===== src/shared/pegpio_pkg.sv =====
// Package with register map, field positions and reset values of port E.
package pegpio_pkg;
    // ------------------------------------------------------------------
    // Register offsets.
    // ------------------------------------------------------------------
    localparam logic [3:0] PEGPIO_PIN_VALUE_ADDR = 4'h0;
    localparam logic [3:0] PEGPIO_LATCH_ADDR = 4'h1;
    localparam logic [3:0] PEGPIO_DIRECTION_ADDR = 4'h2;
    localparam logic [3:0] PEGPIO_ANALOG_ADDR = 4'h3;
    localparam logic [3:0] PEGPIO_SLEW_ADDR = 4'h4;
    localparam logic [3:0] PEGPIO_INT_CTL_TWO_ADDR = 4'h5;
    localparam logic [3:0] PEGPIO_CFG_THREE_HI_ADDR = 4'h6;
    localparam logic [3:0] PEGPIO_CFG_FOUR_LO_ADDR = 4'h7;
    localparam logic [3:0] PEGPIO_PERIPH_ADDR = 4'h8;
    // ------------------------------------------------------------------
    // Field positions.
    // ------------------------------------------------------------------
    localparam int PEGPIO_PULLUP_EN_BIT = 7;
    localparam int PEGPIO_INPUT_PIN_BIT = 3;
    localparam int PEGPIO_SLEW_BIT = 4;
    localparam int PEGPIO_GPU_DIS_BIT = 7;
    localparam int PEGPIO_CLR_EN_BIT = 7;
    localparam int PEGPIO_MUX3_BIT = 2;
    localparam int PEGPIO_LV_PROG_BIT = 2;
    // ------------------------------------------------------------------
    // Reset values and masks.
    // ------------------------------------------------------------------
    localparam logic [2:0] PEGPIO_DIR_RST = 3'h7;
    localparam logic [2:0] PEGPIO_ANA_RST = 3'h7;
    localparam logic [2:0] PEGPIO_LAT_RST = 3'h0;
    localparam logic PEGPIO_PULLUP_RST = 1'b0;
    localparam logic [4:0] PEGPIO_SLEW_RST = 5'h1F;
    localparam logic PEGPIO_GPU_DIS_RST = 1'b1;
    localparam logic [7:0] PEGPIO_ZERO_BYTE = 8'h00;
endpackage


===== src/verilog/pegpio_port_e.sv =====
// Port E general purpose I/O block with analog select and slew control.
`timescale 1ns/10ps
module pegpio_port_e
    import pegpio_pkg::*;
#(
    parameter bit LARGE_PKG = 1'b1
)
(
    input wire logic core_clk_i,
    input wire logic arst_n_i,
    input wire logic [3:0] reg_addr_i,
    input wire logic [7:0] reg_wdata_i,
    input wire logic reg_wr_i,
    input wire logic reg_rd_i,
    output logic [7:0] reg_rdata_o,
    input wire logic master_clear_enable_i,
    input wire logic low_voltage_programming_enable_i,
    input wire logic capcomp3_pin_mux_i,
    input wire logic [3:0] pin_in_i,
    output logic [2:0] pin_out_o,
    output logic [2:0] pin_oe_o,
    output logic [2:0] analog_en_o,
    output logic input_only_pin_pullup_o,
    output logic port_b_pullup_gate_o,
    output logic port_e_slew_limited_o,
    output logic [4:0] slew_rate_control_o,
    output logic master_clear_reset_o,
    input wire logic pwm3_output_a_en_i,
    input wire logic pwm3_output_a_i,
    input wire logic capcomp_unit3_en_i,
    input wire logic capcomp_unit3_i,
    input wire logic pwm3_output_b_en_i,
    input wire logic pwm3_output_b_i,
    input wire logic capcomp_unit5_en_i,
    input wire logic capcomp_unit5_i
);
    // ------------------------------------------------------------------
    // Pin synchroniser.
    // ------------------------------------------------------------------
    logic [3:0] sync1_r;
    logic [3:0] sync2_r;
    always_ff @(posedge core_clk_i or negedge arst_n_i)
    begin
        if (!arst_n_i)
        begin
            sync1_r <= 4'h0;
            sync2_r <= 4'h0;
        end
        else
        begin
            sync1_r <= pin_in_i;
            sync2_r <= sync1_r;
        end
    end

    // ------------------------------------------------------------------
    // Software registers.
    // ------------------------------------------------------------------
    logic [2:0] lat_r, lat_nxt;
    logic [2:0] dir_r, dir_nxt;
    logic [2:0] ana_r, ana_nxt;
    logic pu_en_r, pu_en_nxt;
    logic [4:0] slew_r, slew_nxt;
    logic gpu_dis_r, gpu_dis_nxt;
    logic [7:0] rdata_r, rdata_nxt;
    logic [7:0] pin_val;
    logic [2:0] dig_in;
    logic clr_mode;

    assign clr_mode = master_clear_enable_i;

    always_comb
    begin
        dig_in = sync2_r[2:0] & ~ana_r;
        pin_val = PEGPIO_ZERO_BYTE;
        if (LARGE_PKG)
            pin_val[2:0] = dig_in;
        if (!clr_mode)
            pin_val[PEGPIO_INPUT_PIN_BIT] = sync2_r[3];
    end

    always_comb
    begin
        lat_nxt = lat_r;
        dir_nxt = dir_r;
        ana_nxt = ana_r;
        pu_en_nxt = pu_en_r;
        slew_nxt = slew_r;
        gpu_dis_nxt = gpu_dis_r;
        if (reg_wr_i)
        begin
            case (reg_addr_i)
                PEGPIO_PIN_VALUE_ADDR,
                PEGPIO_LATCH_ADDR:
                    if (LARGE_PKG)
                        lat_nxt = reg_wdata_i[2:0];
                PEGPIO_DIRECTION_ADDR:
                begin
                    if (LARGE_PKG)
                        dir_nxt = reg_wdata_i[2:0];
                    pu_en_nxt = reg_wdata_i[PEGPIO_PULLUP_EN_BIT];
                end
                PEGPIO_ANALOG_ADDR:
                    if (LARGE_PKG)
                        ana_nxt = reg_wdata_i[2:0];
                PEGPIO_SLEW_ADDR:
                    slew_nxt = reg_wdata_i[4:0];
                PEGPIO_INT_CTL_TWO_ADDR:
                    gpu_dis_nxt = reg_wdata_i[PEGPIO_GPU_DIS_BIT];
                default:
                    lat_nxt = lat_r;
            endcase
        end
    end

    always_comb
    begin
        rdata_nxt = PEGPIO_ZERO_BYTE;
        if (reg_rd_i)
        begin
            case (reg_addr_i)
                PEGPIO_PIN_VALUE_ADDR:
                    rdata_nxt = pin_val;
                PEGPIO_LATCH_ADDR:
                    rdata_nxt = {5'h00, lat_r};
                PEGPIO_DIRECTION_ADDR:
                    rdata_nxt = {pu_en_r, 4'h0, dir_r};
                PEGPIO_ANALOG_ADDR:
                    rdata_nxt = {5'h00, ana_r};
                PEGPIO_SLEW_ADDR:
                    rdata_nxt = {3'h0, slew_r};
                PEGPIO_INT_CTL_TWO_ADDR:
                    rdata_nxt = {gpu_dis_r, 7'h00};
                PEGPIO_CFG_THREE_HI_ADDR:
                    rdata_nxt = {master_clear_enable_i, 4'h0,
                        capcomp3_pin_mux_i, 2'h0};
                PEGPIO_CFG_FOUR_LO_ADDR:
                    rdata_nxt = {5'h00, low_voltage_programming_enable_i,
                        2'h0};
                default:
                    rdata_nxt = PEGPIO_ZERO_BYTE;
            endcase
            if (!LARGE_PKG && reg_addr_i inside {PEGPIO_LATCH_ADDR,
                PEGPIO_DIRECTION_ADDR, PEGPIO_ANALOG_ADDR})
                rdata_nxt[2:0] = 3'h0;
        end
    end

    always_ff @(posedge core_clk_i or negedge arst_n_i)
    begin
        if (!arst_n_i)
        begin
            lat_r <= PEGPIO_LAT_RST;
            dir_r <= PEGPIO_DIR_RST;
            ana_r <= PEGPIO_ANA_RST;
            pu_en_r <= PEGPIO_PULLUP_RST;
            slew_r <= PEGPIO_SLEW_RST;
            gpu_dis_r <= PEGPIO_GPU_DIS_RST;
            rdata_r <= PEGPIO_ZERO_BYTE;
        end
        else
        begin
            lat_r <= lat_nxt;
            dir_r <= dir_nxt;
            ana_r <= ana_nxt;
            pu_en_r <= pu_en_nxt;
            slew_r <= slew_nxt;
            gpu_dis_r <= gpu_dis_nxt;
            rdata_r <= rdata_nxt;
        end
    end

    // ------------------------------------------------------------------
    // Pin drivers with peripheral priority.
    // ------------------------------------------------------------------
    logic [2:0] out_nxt, oe_nxt, out_r, oe_r;
    logic pu_nxt, pu_r, clr_rst_nxt, clr_rst_r;
    logic pbg_nxt, pbg_r;
    logic pwm_a_on, cc3_on;

    always_comb
    begin
        pwm_a_on = pwm3_output_a_en_i && !capcomp3_pin_mux_i;
        cc3_on = capcomp_unit3_en_i && !capcomp3_pin_mux_i;
        out_nxt = lat_r;
        oe_nxt = ~dir_r;
        // Peripherals override the latch regardless of analog select.
        if (pwm_a_on)
            out_nxt[0] = pwm3_output_a_i;
        else if (cc3_on)
            out_nxt[0] = capcomp_unit3_i;
        if (pwm3_output_b_en_i)
            out_nxt[1] = pwm3_output_b_i;
        if (capcomp_unit5_en_i)
            out_nxt[2] = capcomp_unit5_i;
        if (!LARGE_PKG)
        begin
            out_nxt = 3'h0;
            oe_nxt = 3'h0;
        end
        if (master_clear_enable_i && !low_voltage_programming_enable_i)
            pu_nxt = 1'b1;
        else if (low_voltage_programming_enable_i)
            pu_nxt = 1'b1;
        else
            pu_nxt = pu_en_r && !gpu_dis_r;
        clr_rst_nxt = clr_mode && !sync2_r[3];
        pbg_nxt = !gpu_dis_r;
    end

    always_ff @(posedge core_clk_i or negedge arst_n_i)
    begin
        if (!arst_n_i)
        begin
            out_r <= 3'h0;
            oe_r <= 3'h0;
            pu_r <= 1'b0;
            clr_rst_r <= 1'b0;
            pbg_r <= 1'b0;
        end
        else
        begin
            out_r <= out_nxt;
            oe_r <= oe_nxt;
            pu_r <= pu_nxt;
            clr_rst_r <= clr_rst_nxt;
            pbg_r <= pbg_nxt;
        end
    end

    assign reg_rdata_o = rdata_r;
    assign pin_out_o = out_r;
    assign pin_oe_o = oe_r;
    assign analog_en_o = ana_r;
    assign input_only_pin_pullup_o = pu_r;
    assign port_b_pullup_gate_o = pbg_r;
    assign port_e_slew_limited_o = slew_r[PEGPIO_SLEW_BIT];
    assign slew_rate_control_o = slew_r;
    assign master_clear_reset_o = clr_rst_r;
endmodule // pegpio_port_e

===== config.mk =====
export PLATFORM = sky130hd
export DESIGN_NAME = pegpio_port_e
export DESIGN_NICKNAME = d
export VERILOG_FILES = /design/src/shared/pegpio_pkg.sv /design/src/verilog/pegpio_port_e.sv
export SDC_FILE = /design/constraint.sdc
export NUM_CORES = 1
export LEC_CHECK = 0
export ABC_AREA = 0
export BUFFER_PORTS_ARGS = -buffer_cell sky130_fd_sc_hd__buf_2
export CAP_MARGIN = 10
export CORE_ASPECT_RATIO = 2
export CORE_MARGIN = 2
export CORE_UTILIZATION = 45
export CTS_CLUSTER_SIZE = 12
export DETAILED_ROUTE_END_ITERATION = 10
export PLACE_DENSITY_LB_ADDON = 0.2
export SKIP_LAST_GASP = 1
export SLEW_MARGIN = 25
export SYNTH_ARGS = -nofsm -noshare
export SYNTH_HDL_FRONTEND = slang
export SYNTH_SLANG_ARGS = --single-unit

===== constraint.sdc =====
create_clock -name core_clk_i -period 1.7 [get_ports core_clk_i]
set_clock_uncertainty 0.15 [all_clocks]
set_input_delay 0.255 -clock core_clk_i [delete_from_list [all_inputs] [get_ports core_clk_i]]
set_output_delay 0.255 -clock core_clk_i [all_outputs]
set_load 0.02 [all_outputs]

==> results.toml, run 1 <==
[grt]
grt_pass1_wl_um = 5160
grt_overflow_total = 0
track_usage_pct = 18.0
first_global_vias = 1161
antenna_found_initial = 0
grt_max_degree = 23

[floorplanning]
core-area_mm2 = 0.00342
num_io_pins = 57
die-area_mm2 = 0.00414
rows = 30
die_h_um = 89.0
start_util_pct = 47.6
die_w_um = 46.5

[timing]
rsz0062_at_grt = "no"
hold_slack_ns = 0.0325
hold_violations = 0
fin_ws_ns = 0.254
clock.fmax_ghz = 0.692
setup-tns-final_ns = 0
period_needed_ns = 1.45
setup_viol_count_final = 0
slew_viol_final = 0
period_share_pct = 85.1

[yosys]
syn_avg_cell_area_um2 = 13.9
synth-adder-area-share_pct = 0
synthFlopType = "dfrtp_1"
ys_types = 33
postSynthCellCount = 117
synth_edf_count = 0
synth_area_leaders = "dfrtp_1 (42%), dfstp_2 (19%), mux2_2 (15%)"
synth_top_family_by_area = "multiplexers"
synth_top_area_cell = "dfrtp_1"
synth_compound_area_share_pct = 7.85
ys_seq_area_share_pct = 61.0
synth_area_mm2 = 0.00163
ys_ff_latch = 39
synth_warnings = 0
synth-xor-area-share_pct = 0
yosys.area_share.simple_pct = 10.9
synth_top_area_share_pct = 41.6
async_flop_share_pct = 100
synth.area.mux_share_pct = 15.8

[setup_path]
reg2regPathDepth = 3
r2r-end = "reg_rdata_o[1]"
worstSetupPathDepth = 1
max_stage_delay_ns = 0.58
cp.arrival_ns = 1.04
worst-path-buf-inv = 1
cp_max_fo = 4
worst_r2r_startpoint = "analog_en_o[1]"
cp-end-kind = "output pin"
crit_family = "flip-flops"
path_class = "register to output pin"
r2r_slack_ns = 0.33
worst_path_max_delay_cell = "dfstp_2"
crit_required_ns = 1.29
cp-start-kind = "register"
path_cells = "buf_2"

[placed_design]
placed_cells = 214
port_buffers = 52
dp_hpwl_um = 2540
placed_area_mm2 = 0.00193
place.gp.congestion = 0.801
dpl_worst_slack_ns = 0.125

[worst_hold_path]
hold_path.startpoint = "low_voltage_programming_enable_i"
holdPathStages = 2
hold_path_class = "input pin to register"
min_to = "input_only_pin_pullup_o"

[cts]
cts_setup_buffers = 0
clock-root-buffer = "clkbuf_8"
numCtsBuffers = 5
clock_path_buffers = 2
tritoncts = "yes"
numClockSinks = 39
clk_latency_ns = 0.29
cts_max_level = 2
clkTransAtPathRegs_ns = 0.07

[detailed_routing]
dr.pass1.iters = 4
num_vias = 1130
postRouteAntennaNets = 0
wl_um = 3260
first_iter_violations = 13
viasPerCell = 4.98
wl_per_cell_um = 14.4
drc = 0

[pwr]
p_per_area_mw_per_mm2 = 1180
p_leak_nw = 0.990
report.power.total_mw = 2.48
irDropWorstVdd_uv = 1290

[finish]
fillers = 293
final_cell_mix = "buf_2 (52), dfrtp_1 (27), mux2_2 (21), dfstp_2 (12), inv_1 (7)"
mostFrequentLayoutCell = "buf_2"
layout-drive-gt1-share_pct = 57.0
area_growth_pct = 29.3
stdcell_count = 227
final_util_pct = 61.5
fin_nets = 209
num_antenna_cells = 0
fin_area_mm2 = 0.00210

[job]
cap_violations = 0

[run_status]
status = "complete, no violations"
## sequential cells by signal, indices dropped and copies added (netlist names), 3 cells and up
| name | count |
|---|---|
| sync1_r | 4 |
| sync2_r | 4 |
| dir_r | 3 |
| analog_en_o | 3 |
| lat_r | 3 |
| slew_rate_control_o | 5 |
| pin_oe_o | 3 |
| pin_out_o | 3 |
| reg_rdata_o | 6 |
## timing repair
item | 4_1_cts | 5_1_grt
gates resized for setup | 0 | 0
hold buffers | 5 | 0
hold endpoints to repair | 16 | 0
## kinds of logic (layout without fill, tap and decap cells)
group,Yosys count,after routing
buffers and inverters,13,74
muxes,23,23
other,1,2
DFF,39,39
AOI/OAI and AO/OA,16,16
and+or+nand+nor,25,25
## cells in the mapped netlist (2+ instances only)
cell type	count
a21oi_1	3
a32oi_1	2
and2b_1	2
and3b_1	2
buf_2	2
buf_4	3
dfrtp_1	27
dfstp_2	12
inv_1	7
mux2_2	21
mux2i_1	2
nand2_1	2
nand2b_1	3
nand3_1	2
nand3_2	2
nor2_1	5
nor2b_1	2
nor3_2	2
o21ai_0	2
## routing by layer
metal	part of all wire, %	routed length [um]	global-route usage, %
met1	35	1150	17.7
met2	56	1820	32.2
met3	6.0	196	4.65
met4	2.5	82	10.1
met5	0	0	0
## power by group
part | total (mW) | switching (mW) | internal, mW
sequential | 1.20 | 0.0871 | 1.12
clock | 0.775 | 0.301 | 0.474
combinational | 0.506 | 0.281 | 0.225
## worst max-delay path by stage
stage                              start        endpoint  slack [ns]
after floorplan           analog_en_o[2]  reg_rdata_o[2]        0.34
after global placement     reg_addr_i[1]  analog_en_o[1]        0.15
after detailed placement   reg_addr_i[1]  analog_en_o[1]        0.12
after CTS                 analog_en_o[1]  analog_en_o[1]        0.24
after global routing      analog_en_o[1]  analog_en_o[1]        0.23
final                     analog_en_o[1]  analog_en_o[1]        0.25
## cell type report
cell class | count | area [um^2] | share of cell area [%]
multi-input cells | 66 | 568 | 27.0
clock buffers | 6 | 82.6 | 3.93
well taps | 48 | 60.1 | 2.86
inverters | 7 | 26.3 | 1.25
flip-flops and latches | 39 | 991 | 47.2
clock inverters | 2 | 35.0 | 1.67
repair buffers | 59 | 338 | 16.1
Power figures use the tool's default switching activity.
==> run 2: changes to the inputs <==
clock period = 1.5 ns   (was 1.7 ns; I/O delays follow)
==> results.toml, run 2 (synthesis gave the netlist of run 1 again) <==
[finish]
num_antenna_cells = 0
layout-drive-gt1-share_pct = 57.5
mostFrequentLayoutCell = "buf_2"
final_util_pct = 62.6
area_growth_pct = 31.6
final_cell_mix = "buf_2 (52), dfrtp_1 (27), mux2_2 (21), dfstp_2 (12)"
fin_nets = 216
fillers = 297
largest_register_ff_count = 6

[pwr]
p_int_mw = 1.95
combPwrFrac_pct = 21.5
irDropWorstVdd_uv = 1060
pwr-share-clk_pct = 28.0
p_leak_nw = 1.01
switching_share_pct = 27.8
p_per_area_mw_per_mm2 = 1260
p_seq_share_pct = 50.4
switchingPower_mw = 0.752

[timing]
clock.fmax_ghz = 0.702
fin_ws_ns = 0.0759
setup-tns-final_ns = 0
hold_violations = 0
period_share_pct = 94.9
slew_viol_final = 0
setup_viol_count_final = 0
rsz0062_at_grt = "no"
period_needed_ns = 1.42

[floorplanning]
start_util_pct = 47.6
num_io_pins = 57
rows = 30
die_h_um = 89.0
die_w_um = 46.5
core-area_mm2 = 0.00342
die-area_mm2 = 0.00414

[run_status]
status = "complete, no violations"

[job]
cap_violations = 0

[placed_design]
place.gp.congestion = 0.822
dp_hpwl_um = 2550
dpl_worst_slack_ns = 0.0354
port_buffers = 52

[setup_path]
r2r_slack_ns = 0.14
worst_r2r_startpoint = "analog_en_o[2]"
crit_family = "flip-flops"
crit_required_ns = 1.12
path_class = "register to output pin"
cp-start-kind = "register"
r2r-end = "reg_rdata_o[2]"
reg2regPathDepth = 3
worst-path-buf-inv = 1
max_stage_delay_ns = 0.58
cp-end-kind = "output pin"
cp.arrival_ns = 1.05
path_cells = "buf_2"
cp_max_fo = 4
worst_path_max_delay_cell = "dfstp_2"

[detailed_routing]
met2WireLength_um = 1880
postRouteAntennaNets = 0
drt-met1-wl_um = 1110
first_iter_violations = 7
wl_per_cell_um = 14.0
wl_um = 3270
wl_met3_um = 192
num_vias = 1153
dr.pass1.iters = 3
viasPerCell = 4.93
drc = 0
top_layer = "met4"

[grt]
first_global_vias = 1121
grt_overflow_total = 0
track_usage_pct = 18.0
antenna_found_initial = 0
grt_max_degree = 23
grt_pass1_wl_um = 5120

[cts]
tritoncts = "yes"
clk_latency_ns = 0.29
cts_max_level = 2
numCtsBuffers = 5
cts-resized-gates = 0
cts_setup_buffers = 0
clock-root-buffer = "clkbuf_8"
numClockSinks = 39
clkTransAtPathRegs_ns = 0.07
clock_path_buffers = 2

[worst_hold_path]
holdPathStages = 2
hold_path_class = "input pin to register"
hold_path.startpoint = "capcomp3_pin_mux_i"
min_to = "pin_out_o[0]"
[run 2: changes by cell type in the layout (fill, tap and decap cells not counted)]
cell / previous run / this run
clkbuf_1: 0 / 1
clkbuf_8: 6 / 7
bufinv_16: 1 / 0
buf_4: 1 / 7
dlygate4sd3_1: 5 / 6
clkinv_2: 1 / 0
[run 2: worst max path at each step]
stage,from,end,slack [ns],cells past startpoint
floorplan,analog_en_o[2],reg_rdata_o[2],0.14,3
global placement,reg_addr_i[1],analog_en_o[2],0.05,4
detailed placement,reg_addr_i[3],lat_r[2],0.04,4
CTS,analog_en_o[1],analog_en_o[1],0.06,1
global route,analog_en_o[1],analog_en_o[1],0.04,1
finish,analog_en_o[1],analog_en_o[1],0.08,1
[run 2: per-stage QoR]
stage          std cells  total power [mW]  hold WS, ns  area (um^2)
2_1_floorplan        118              1.73       -0.221         1630
5_1_grt              234              2.84      0.00838         2140
6_report             234              2.70      0.00736         2140
3_3_place_gp         220              1.94       0.0320         1980
3_5_place_dp         220              1.96       0.0334         1980
4_1_cts              234              2.74      0.00788         2140
[run 2: power by group through the flow]
stage / registers [mW] / logic [mW] / clock network [mW]
floorplan: 1.49 / 0.242 / 0
global placement: 1.37 / 0.570 / 0
detailed placement: 1.38 / 0.578 / 0
CTS: 1.37 / 0.592 / 0.777
global route: 1.39 / 0.634 / 0.824
finish: 1.36 / 0.582 / 0.757
[run 2: final cells by class]
type                       instances  area [um^2]  share of cell area (%)
sequential                        39          991                    46.3
multi-input combinational         66          568                    26.6
timing repair buffer              66          393                    18.4
clock buffer                       8          100                    4.68
tap                               48         60.1                    2.81
inverter                           7         26.3                    1.23
[run 2: repair_timing]
item / CTS / global route
hold buffers: 6 / 0
endpoints found under the hold margin: 17 / 0
setup endpoints to repair: 0 / 0
[run 2: per-layer routing]
metal  GRT usage [%]  up-vias
li1                -      542
met1            18.1      565
met2            32.1       38
met3            3.84        8
met4            10.1        0
met5               0        -
[run 2: worst register-to-register path, delay by kind of cell, from the launching register on]
family / cells / cell delay, ns
flip-flops: 1 / 0.56
AO/OA/AOI/OAI: 2 / 0.49
AND/OR/NAND/NOR: 1 / 0.04
